`src/shared/aeqc_pkg.sv`:
```
// Behaviour
// - Control A bit 0 enables adaptation
// - Mode codes 0,2 fast; 1,3 full variants
// - Control A bits 7-4 cap full search
// - Electrical idle enters U1, or U3 if set
// - Offset sign bit: zero adds, one subtracts
// - Threshold code sets symmetric limits in 40 mV steps
// - Offset field adds 0..7 or -8..-1
// - Offset applies only in full adaptation
// - Fast long channel on receiver 1 uses receiver B field
// - Fast long channel on receiver 0 uses receiver A field
// - Fast short channel uses short EQ fields
package aeqc_pkg;

    // ****************************************************************
    // Register map
    // ****************************************************************
    localparam logic [7:0] AEQC_ADDR_CTRL_A = 8'h1c;
    localparam logic [7:0] AEQC_ADDR_CTRL_B = 8'h1d;
    localparam logic [7:0] AEQC_ADDR_LONG_EQ = 8'h1e;
    localparam logic [7:0] AEQC_RST_CTRL_A = 8'h80;
    localparam logic [7:0] AEQC_RST_CTRL_B = 8'h10;
    localparam logic [7:0] AEQC_RST_LONG_EQ = 8'h77;
    localparam logic [7:0] AEQC_CTRL_B_MASK = 8'hbf; // Bit 6 reads zero
    localparam logic [7:0] AEQC_UNMAPPED_DATA = 8'h00;

    // ****************************************************************
    // Channel classification and EQ range
    // ****************************************************************
    localparam int AEQC_LIMIT_STEP_MV = 40;
    localparam logic [10:0] AEQC_LIMIT_STEP = 11'(AEQC_LIMIT_STEP_MV);
    localparam logic [3:0] AEQC_EQ_MAX = 4'hf;
    localparam int AEQC_NUM_RX = 2;

    // ****************************************************************
    // Types
    // ****************************************************************
    typedef enum logic [1:0] {
        AEQC_MODE_FAST_0 = 2'b00,
        AEQC_MODE_FULL_ALL = 2'b01,
        AEQC_MODE_FAST_2 = 2'b10,
        AEQC_MODE_FULL_EQ0 = 2'b11
    } aeqc_mode_e;

    typedef struct packed {
        logic [3:0] full_search_max_eq;
        logic idle_enters_u3;
        aeqc_mode_e adapt_mode_sel;
        logic adapt_enable;
    } aeqc_ctrl_a_s;

    typedef struct packed {
        logic eq_offset_sign;
        logic reserved;
        logic [2:0] channel_class_threshold;
        logic [2:0] eq_offset_value;
    } aeqc_ctrl_b_s;

    typedef struct packed {
        logic [3:0] long_channel_eq_rx_b;
        logic [3:0] long_channel_eq_rx_a;
    } aeqc_long_eq_s;

    // Per receiver: measured DAC level (signed mV), full search result,
    // and short channel EQ setting
    typedef struct packed {
        logic signed [9:0] dac_level;
        logic [3:0] full_eq;
        logic [3:0] short_eq;
    } aeqc_rx_meas_s;

    // Settings handed to each receiver's EQ resolver
    typedef struct packed {
        logic adapt_enable;
        logic full_mode;
        logic eq_offset_sign;
        logic [2:0] eq_offset_value;
        logic [10:0] limit_mv;
    } aeqc_rx_cfg_s;

    // Address match used by both write and read decoding
    function automatic logic aeqc_hit(input logic [7:0] addr,
                                      input logic [7:0] target);
        aeqc_hit = (addr == target);
    endfunction : aeqc_hit

endpackage : aeqc_pkg

```
`src/hdl/aeqc_rx_eq.sv`:
```
`timescale 1ns/1ps
`default_nettype none
module aeqc_rx_eq (
    input wire logic CLK,
    input wire logic RESET,
    input wire aeqc_pkg::aeqc_rx_cfg_s CFG,
    input wire aeqc_pkg::aeqc_rx_meas_s MEAS,
    input wire logic [3:0] LONG_EQ,
    output logic [3:0] EQ,
    output logic IS_SHORT
);
    import aeqc_pkg::*;

    // ****************************************************************
    // Channel classification
    // ****************************************************************
    logic [10:0] dac_ext;
    logic [10:0] dac_mag;
    logic short_ch;
    // Magnitude taken at 11 bits so the most negative level cannot wrap
    assign dac_ext = {MEAS.dac_level[9], MEAS.dac_level};
    assign dac_mag = MEAS.dac_level[9] ? 11'(-dac_ext) : dac_ext;
    assign short_ch = (dac_mag <= CFG.limit_mv);

    // ****************************************************************
    // Full adaptation result with signed offset, clamped to 0..15
    // ****************************************************************
    logic signed [5:0] offs;
    logic signed [5:0] sum;
    logic [3:0] full_adj;
    // Negative sign maps codes 0..7 onto -8..-1
    assign offs = CFG.eq_offset_sign ? {3'b111, CFG.eq_offset_value}
                                     : {3'b000, CFG.eq_offset_value};
    assign sum = $signed({2'b00, MEAS.full_eq}) + offs;
    assign full_adj = sum[5] ? 4'h0
                    : (sum > $signed({2'b00, AEQC_EQ_MAX})) ? AEQC_EQ_MAX
                    : sum[3:0];

    // ****************************************************************
    // EQ selection
    // ****************************************************************
    logic [3:0] fast_eq;
    logic [3:0] eq_d;
    assign fast_eq = short_ch ? MEAS.short_eq : LONG_EQ;
    // Offset touches only the full path; fast ignores it
    assign eq_d = !CFG.adapt_enable ? MEAS.short_eq
                : CFG.full_mode ? full_adj
                : fast_eq;

    // Registered EQ and class outputs
    always_ff @(posedge CLK) begin
        if (RESET) begin
            EQ <= 4'h0;
            IS_SHORT <= 1'b0;
        end else begin
            EQ <= eq_d;
            IS_SHORT <= short_ch;
        end
    end

endmodule : aeqc_rx_eq
`default_nettype wire

```
`src/hdl/aeqc_regs.sv`:
```
`timescale 1ns/1ps
`default_nettype none
module aeqc_regs (
    input wire logic CLK,
    input wire logic RESET,
    input wire logic [7:0] REG_ADDR,
    input wire logic REG_WR,
    input wire logic REG_RD,
    input wire logic [7:0] REG_WDATA,
    output logic [7:0] REG_RDATA,
    input wire aeqc_pkg::aeqc_rx_meas_s [1:0] RX_MEAS,
    input wire logic ELEC_IDLE,
    output logic ADAPT_ENABLE,
    output logic FULL_MODE,
    output logic FULL_HITS_EVERY_EQ,
    output logic [3:0] FULL_SEARCH_MAX_EQ,
    output logic [1:0][3:0] RX_EQ,
    output logic [1:0] RX_IS_SHORT,
    output logic ENTER_U1,
    output logic ENTER_U3
);
    import aeqc_pkg::*;

    // ****************************************************************
    // Register storage
    // ****************************************************************
    logic [7:0] ctrl_a_q;
    logic [7:0] ctrl_b_q;
    logic [7:0] long_eq_q;
    logic [7:0] rdata_q;
    logic u1_q;
    logic u3_q;

    // ****************************************************************
    // Address decode
    // ****************************************************************
    logic hit_a;
    logic hit_b;
    logic hit_long;
    logic [7:0] rd_mux;
    assign hit_a = aeqc_hit(REG_ADDR, AEQC_ADDR_CTRL_A);
    assign hit_b = aeqc_hit(REG_ADDR, AEQC_ADDR_CTRL_B);
    assign hit_long = aeqc_hit(REG_ADDR, AEQC_ADDR_LONG_EQ);
    assign rd_mux = hit_a ? ctrl_a_q
                  : hit_b ? (ctrl_b_q & AEQC_CTRL_B_MASK)
                  : hit_long ? long_eq_q
                  : AEQC_UNMAPPED_DATA;

    // Register writes; reserved bit of control B never stores
    always_ff @(posedge CLK) begin
        if (RESET) begin
            ctrl_a_q <= AEQC_RST_CTRL_A;
            ctrl_b_q <= AEQC_RST_CTRL_B;
            long_eq_q <= AEQC_RST_LONG_EQ;
        end else if (REG_WR) begin
            if (hit_a) begin
                ctrl_a_q <= REG_WDATA;
            end
            if (hit_b) begin
                ctrl_b_q <= REG_WDATA & AEQC_CTRL_B_MASK;
            end
            if (hit_long) begin
                long_eq_q <= REG_WDATA;
            end
        end
    end

    // Read data captured one cycle after the read strobe
    always_ff @(posedge CLK) begin
        if (RESET) begin
            rdata_q <= 8'h00;
        end else if (REG_RD) begin
            rdata_q <= rd_mux;
        end
    end
    assign REG_RDATA = rdata_q;

    // ****************************************************************
    // Field views
    // ****************************************************************
    aeqc_ctrl_a_s ctrl_a;
    aeqc_ctrl_b_s ctrl_b;
    aeqc_long_eq_s long_eq;
    logic full_sel;
    assign ctrl_a = aeqc_ctrl_a_s'(ctrl_a_q);
    assign ctrl_b = aeqc_ctrl_b_s'(ctrl_b_q);
    assign long_eq = aeqc_long_eq_s'(long_eq_q);
    // Mode bit 0 picks full over fast; codes 0 and 2 are both fast
    assign full_sel = ctrl_a.adapt_mode_sel[0];

    // Control outputs toward the adaptation engine
    assign ADAPT_ENABLE = ctrl_a.adapt_enable;
    assign FULL_MODE = ctrl_a.adapt_enable & full_sel;
    assign FULL_HITS_EVERY_EQ =
        (ctrl_a.adapt_mode_sel == AEQC_MODE_FULL_ALL);
    assign FULL_SEARCH_MAX_EQ = ctrl_a.full_search_max_eq;

    // ****************************************************************
    // Per receiver EQ resolution
    // ****************************************************************
    aeqc_rx_cfg_s rx_cfg;
    logic [1:0][3:0] long_sel;
    assign rx_cfg.adapt_enable = ctrl_a.adapt_enable;
    assign rx_cfg.full_mode = full_sel;
    assign rx_cfg.eq_offset_sign = ctrl_b.eq_offset_sign;
    assign rx_cfg.eq_offset_value = ctrl_b.eq_offset_value;
    assign rx_cfg.limit_mv = 11'({8'h00, ctrl_b.channel_class_threshold}
                                 * AEQC_LIMIT_STEP);
    assign long_sel[0] = long_eq.long_channel_eq_rx_a;
    assign long_sel[1] = long_eq.long_channel_eq_rx_b;

    genvar gi;
    generate
        for (gi = 0; gi < AEQC_NUM_RX; gi++) begin : g_rx
            aeqc_rx_eq u_rx (
                .CLK(CLK),
                .RESET(RESET),
                .CFG(rx_cfg),
                .MEAS(RX_MEAS[gi]),
                .LONG_EQ(long_sel[gi]),
                .EQ(RX_EQ[gi]),
                .IS_SHORT(RX_IS_SHORT[gi])
            );
        end
    endgenerate

    // ****************************************************************
    // Low power entry on electrical idle
    // ****************************************************************
    // Registered level requests follow the idle input by one cycle
    always_ff @(posedge CLK) begin
        if (RESET) begin
            u1_q <= 1'b0;
            u3_q <= 1'b0;
        end else begin
            u1_q <= ELEC_IDLE & ~ctrl_a.idle_enters_u3;
            u3_q <= ELEC_IDLE & ctrl_a.idle_enters_u3;
        end
    end
    assign ENTER_U1 = u1_q;
    assign ENTER_U3 = u3_q;

endmodule : aeqc_regs
`default_nettype wire

```
`config.mk`:
```
export PLATFORM = sky130hd
export DESIGN_NAME = aeqc_regs
export DESIGN_NICKNAME = d
export VERILOG_FILES = /design/src/shared/aeqc_pkg.sv /design/src/hdl/aeqc_rx_eq.sv /design/src/hdl/aeqc_regs.sv
export SDC_FILE = /design/constraint.sdc
export NUM_CORES = 1
export LEC_CHECK = 0
export ABC_AREA = 0
export BUFFER_PORTS_ARGS = -buffer_cell sky130_fd_sc_hd__buf_4
export CORE_ASPECT_RATIO = 0.8
export CORE_MARGIN = 8
export CORE_UTILIZATION = 50
export CTS_CLUSTER_DIAMETER = 150
export DETAILED_ROUTE_END_ITERATION = 8
export HOLD_SLACK_MARGIN = 0.12
export PLACE_DENSITY_LB_ADDON = 0.05
export SKIP_CTS_REPAIR_TIMING = 1
export SLEW_MARGIN = 30
export SYNTH_ARGS = -nofsm -noshare
export SYNTH_HDL_FRONTEND = slang
export SYNTH_SLANG_ARGS = --single-unit
```
`constraint.sdc`:
```
create_clock -name CLK -period 4 [get_ports CLK]
set_input_delay 0.4 -clock CLK [delete_from_list [all_inputs] [get_ports CLK]]
set_output_delay 0.4 -clock CLK [all_outputs]
set_load 0.02 [all_outputs]
```
; Yosys cells after proc, flatten, opt, wreduce, memory -nomap -nowiden
; Index checks and enable logic that the tools add are counted.
[totals]
reg_bits = 43
out_inout_bits = 27
[classes]
n_addsub = 4
mul = 1
order_cmp = 4
eq_ne = 4
muxes = 16
bitwise_logic = 4
n_reduce_logical = 3
[op_table]
columns = operator, count
row1 = $mux 4, 10
row2 = $eq 8x5->1 const B, 3
row3 = $mux 8, 3
row4 = $le 11x9->1, 2
row5 = $mux 11, 2
row6 = $neg 11->11, 2
row7 = $add 5x6->6, 2
row8 = $gt 6x5->1 const B, 2
row9 = $mul 3x3->6 const B, 1
row10 = $mux 6, 1
row11 = $reduce_and 2->1, 3
row12 = $and 1x1->1, 3
row13 = $eq 2x1->1 const B, 1
row14 = $not 1->1, 1

; Logic depth before layout (Yosys ltp)
[depth]
word_depth = 7
depth_mapped = 13

; Hierarchy
; A second synthesis with hierarchy kept.
[hier_totals]
cells_unflattened = 404
hier_area_um2 = 3484.6
[by_module_without_submodules]
columns = mod, instances, cells_per_inst, area_each_um2
row1 = aeqc_regs, 1, 162, 1587.8
row2 = aeqc_rx_eq (g_rx[0].u_rx), 1, 133, 1032.2
row3 = aeqc_rx_eq (g_rx[1].u_rx), 1, 109, 864.6

; Least setup slack after synthesis
; No wires, ideal clock.
[synth_path]
path_kind = input port to flip-flop
startpoint = input RX_MEAS[29] (netlist name)
endpoint = register g_rx[1].u_rx.EQ[0]
setup_ps = 103
arrival_time_ps = 2778
required_ps = 3897
slack_ps = 1118
stages = 9
path_cell_list = or3_1 -> o41ai_1 -> xnor2_1 -> ha_1 -> and4_2 -> a221o_1 -> a21oi_4 -> mux2i_1 -> a2111oi_2
[synth_via]
elab_chain_len = 6
[synth_lines]
columns = item, line
row1 = start: declaration, aeqc_regs.sv:11  ; input wire aeqc_pkg::aeqc_rx_meas_s [1:0] RX_MEAS,
row2 = $neg 11->11, aeqc_rx_eq.sv:22  ; assign dac_mag = MEAS.dac_level[9] ? 11'(-dac_ext) : dac_ext;
row3 = $mux 11 (*), aeqc_rx_eq.sv:22
row4 = $le 11x9->1 (*), aeqc_rx_eq.sv:23  ; assign short_ch = (dac_mag <= CFG.limit_mv);
row5 = $mux 4 (*), aeqc_rx_eq.sv:44  ; assign fast_eq = short_ch ? MEAS.short_eq : LONG_EQ;
row6 = $mux 4 (*), aeqc_rx_eq.sv:47  ; : CFG.full_mode ? full_adj
row7 = $mux 4 (*), aeqc_rx_eq.sv:46  ; assign eq_d = !CFG.adapt_enable ? MEAS.short_eq
row8 = end signal: assignment, aeqc_rx_eq.sv:56  ; EQ <= eq_d;
row9 = end: declaration, aeqc_rx_eq.sv:9  ; output logic [3:0] EQ,
; Every way passes the cells marked *; elsewhere a longest branch is shown, timed or not.
; A chain may end at the register's enable or synchronous reset.

; Final worst setup path
[layout_path]
startpoint = input RX_MEAS[29] (netlist name)
endpoint = register g_rx[1].u_rx.EQ[1]
; Same word-level chain as after synthesis.

==> summary.md <==
| Metric | Value |
|---|---|
| Pwr dens | `about 250 nW/um2` |
| DRT iter0 DRCs | `approximately 140` |
| Vias in the first global route | `around 2900` |
| Synth-to-layout area growth | `22.9%` |
| IO Port Bufs | `83` |
| Met3 WL | `359 um` |
| # nets final | `approximately 530` |
| Critical path class | `in2reg` |
| Synth warn | `0` |
| Synthesis-stage register bit count | `43` |
| Clock buffer depth | `2` |
| Critical Path RT | `4.20 ns` |
| Max_cap viols | `0` |
| Cell Rows | `26` |
| N_diodes | `0` |
| Top FF cell, synth | `dfxtp_1` |
| Final hold slack | `between 0.3 and 0.4 ns` |
| Worst Tran Pin Value | `about 0.60 ns` |
| Die H | `between 80 and 90 um` |
| Slew Limit Fails | `0` |
| Reg2reg setup slack | `between 1 and 1.5 ns` |
| CP max FO | `6` |
| Top Ports | `84` |
| Skew-Pair Late Insertion Delay | `0.30 ns` |
| Total die area | `around 9100 um2` |
| First-pass GRT wire length | `about 13 mm` |
| Reg-to-reg endpoint | `g_rx[1].u_rx.EQ[1]` |
| Tot GR Track Use | `between 10% and 20%` |
| Final Hold Viols | `0` |
| Outcome | `completed` |
| Setup TNS | `0 ns` |
| Avg Cell Area, Syn | `8.43 um2` |
| Most frequent cells in the layout | `buf_4 (83), dfxtp_1 (43), nand2_1 (38), nor2_1 (35), mux2i_1 (29)` |
| Total CTS buffers | `5` |
| Total grt overflow | `0` |
| ANT nets after route | `0` |
| CTS clock-pin slew for the worst setup and hold paths | `approximately 0.08 ns` |
| Fmax | `around 340 MHz` |
| Dpl hpwl | `between 6 and 7 mm` |
| Core area | `approximately 6200 um2` |
| Max layer used | `met4` |
| Critical path capture point type | `register` |
| RSZ-0062 raised after global routing | `no` |
| CTS tree | `yes` |
| Share of the clock period used by the worst path | `72.7%` |
| Syn Inst Count | `approximately 370` |
| WP data arrival | `approximately 3.1 ns` |
| Post-route DRC | `0` |
| CTS Root Cell | `clkbuf_8` |
| Reg2Reg Launch Point | `ctrl_b[3]` |
| Hold EP | `ctrl_a[7]` |
| Initial Util | `50.3%` |
| Final WL | `between 8 and 9 mm` |
| Initial antenna violation count | `0` |
| Total nets after synthesis | `459` |
| Setup-failing EPs final | `0` |
| WL per Instance | `roughly 15 um` |
| Cell variety after synth | `slightly below 60` |
| Die width | `~100 um` |
| Cell area after synthesis | `around 3100 um2` |
| FFs w/ async S/R, synth | `0%` |
| Layout cells sized above 1 | `a little under a quarter` |
| Max Clock Skew | `0.00488 ns` |
| Hold Path Class | `in2reg` |
| Crit start category | `input port` |
| Slew HR | `about three fifths` |
| Worst hold path stage count | `2` |
| Pin count of the biggest net entering global routing | `45` |
| Leading cell type in the layout, fill and taps excluded | `buf_4` |
| Met1 WL | `approximately 3.8 mm` |
| R2r worst-path depth | `11` |
| Gpl congestion | `just under 0.9` |
| Leak Pwr | `around 1.8 nW` |
| Max H-tree Level | `2` |
| DR WL met2 | `~4 mm` |
| Hold Startpoint | `REG_WDATA[7]` |
| Pre-antenna DRT Iters | `4` |
| Post-route minimum period | `2.91 ns` |
| Clock Sinks | `43` |
| Vias/cell | `approximately 5.4` |
| Share of the yosys chip area belonging to registers | `27.4%` |
| Via count | `~2800` |
| Peak VDD IR | `0.195 mV` |
| Number of synthesized flops with an enable pin | `0` |
-- area by class of cell --
| cell class | instances | area (um2) |
|---|---|---|
| Fill cell | 604 | 2380 |
| Tap cell | 84 | 105 |
| Clock buffer | 8 | 100 |
| Timing Repair Buffer | 83 | 623 |
| Sequential cell | 43 | 861 |
| Multi-Input combinational cell | 290 | 2100 |
| Inverter | 19 | 71.3 |
-- metal layers --
metal  vias up  track usage [%]
met2        52             30.0
met3         7             5.25
met4         0             4.91
li1       1450                -
met1      1340             21.6
met5         -                0
-- worst max-delay path by stage --
stage | start | endpoint | slack [ns] | cells past startpoint
after detailed placement | RX_MEAS[29] | g_rx[1].u_rx.EQ[1] | 0.80 | 10
after global placement | RX_MEAS[29] | g_rx[1].u_rx.EQ[0] | 0.84 | 10
final | RX_MEAS[29] | g_rx[1].u_rx.EQ[1] | 1.09 | 10
after CTS | ctrl_b[3] | g_rx[1].u_rx.EQ[1] | 1.08 | 11
after global routing | RX_MEAS[29] | g_rx[1].u_rx.EQ[0] | 0.91 | 10
after floorplan | RX_MEAS[29] | g_rx[1].u_rx.EQ[0] | 1.12 | 9
-- cells by family after synthesis --
logic type,share of synthesized area [%]
AO/OA/AOI/OAI,15.8
XOR/XNOR,5.53
adder cells (fa/ha/maj),12.0
buffers and inverters,5.77
flip-flops,27.4
multiplexers,10.4
AND/OR/NAND/NOR,23.0
-- per-stage QoR --
step           utilization (%)  cell area (um2)  power, mW  std cells  worst slack [ns]
5_1_grt                   61.8             3860       1.00        527             0.910
3_5_place_dp              60.2             3760      0.656        519             0.797
3_3_place_gp              60.2             3760      0.652        519             0.842
6_report                  61.8             3860      0.954        527              1.09
4_1_cts                   61.8             3860      0.961        527              1.08
2_1_floorplan                -             3140      0.570        373              1.12
-- worst max-delay path: stages --
cell	delay (ns)
buf_4	0.13
or3_1	0.42
o41ai_1	0.38
xnor2_1	0.17
ha_1	0.26
and4_2	0.24
a221o_1	0.33
a21oi_4	0.29
mux2i_1	0.14
a2111oi_2	0.34
-- registers in the layout, summed over array words and instances, names as in the netlist --
signal              count
ENTER_U3                1
ctrl_b                  7
ENTER_U1                1
ctrl_a                  8
REG_RDATA               8
long_eq                 8
g_rx.u_rx.IS_SHORT      2
g_rx.u_rx.EQ            8
-- power by group --
| group | total, mW | leakage [nW] | switching [mW] | internal (mW) |
|---|---|---|---|---|
| combinational | 0.206 | 1.40 | 0.101 | 0.105 |
| sequential | 0.440 | 0.350 | 0.00329 | 0.437 |
| clock | 0.308 | 0.0515 | 0.150 | 0.158 |
| total | 0.954 | 1.80 | 0.255 | 0.699 |
-- cell usage after synthesis, types with 2 or more instances --
cell type	n	share of area, %
clkbuf_1	13	1.6
and4_1	3	0.84
mux2i_1	29	9.2
or3_1	3	0.60
nor3_1	6	0.96
a211oi_1	2	0.48
a211o_1	2	0.56
nor2_1	35	4.2
o31ai_1	6	1.4
inv_1	19	2.3
nand2b_1	4	0.80
nand3b_1	9	2.1
and2_1	3	0.60
nor2b_1	14	2.8
a21oi_1	19	3.0
o21ai_0	14	2.2
a21oi_2	2	0.56
nand3_1	6	0.96
nand2_1	38	4.5
nor4b_1	2	0.56
and3_1	3	0.60
xnor2_1	12	3.3
xor2_1	6	1.7
a221o_1	2	0.64
fa_1	2	1.3
a2111oi_2	2	0.96
a21o_1	4	0.96
o22ai_1	3	0.60
or2_2	2	0.40
mux2_2	2	0.72
a221oi_1	5	1.4
buf_4	6	1.4
ha_1	27	11
dfxtp_1	43	27
Power figures use the tool's default switching activity.
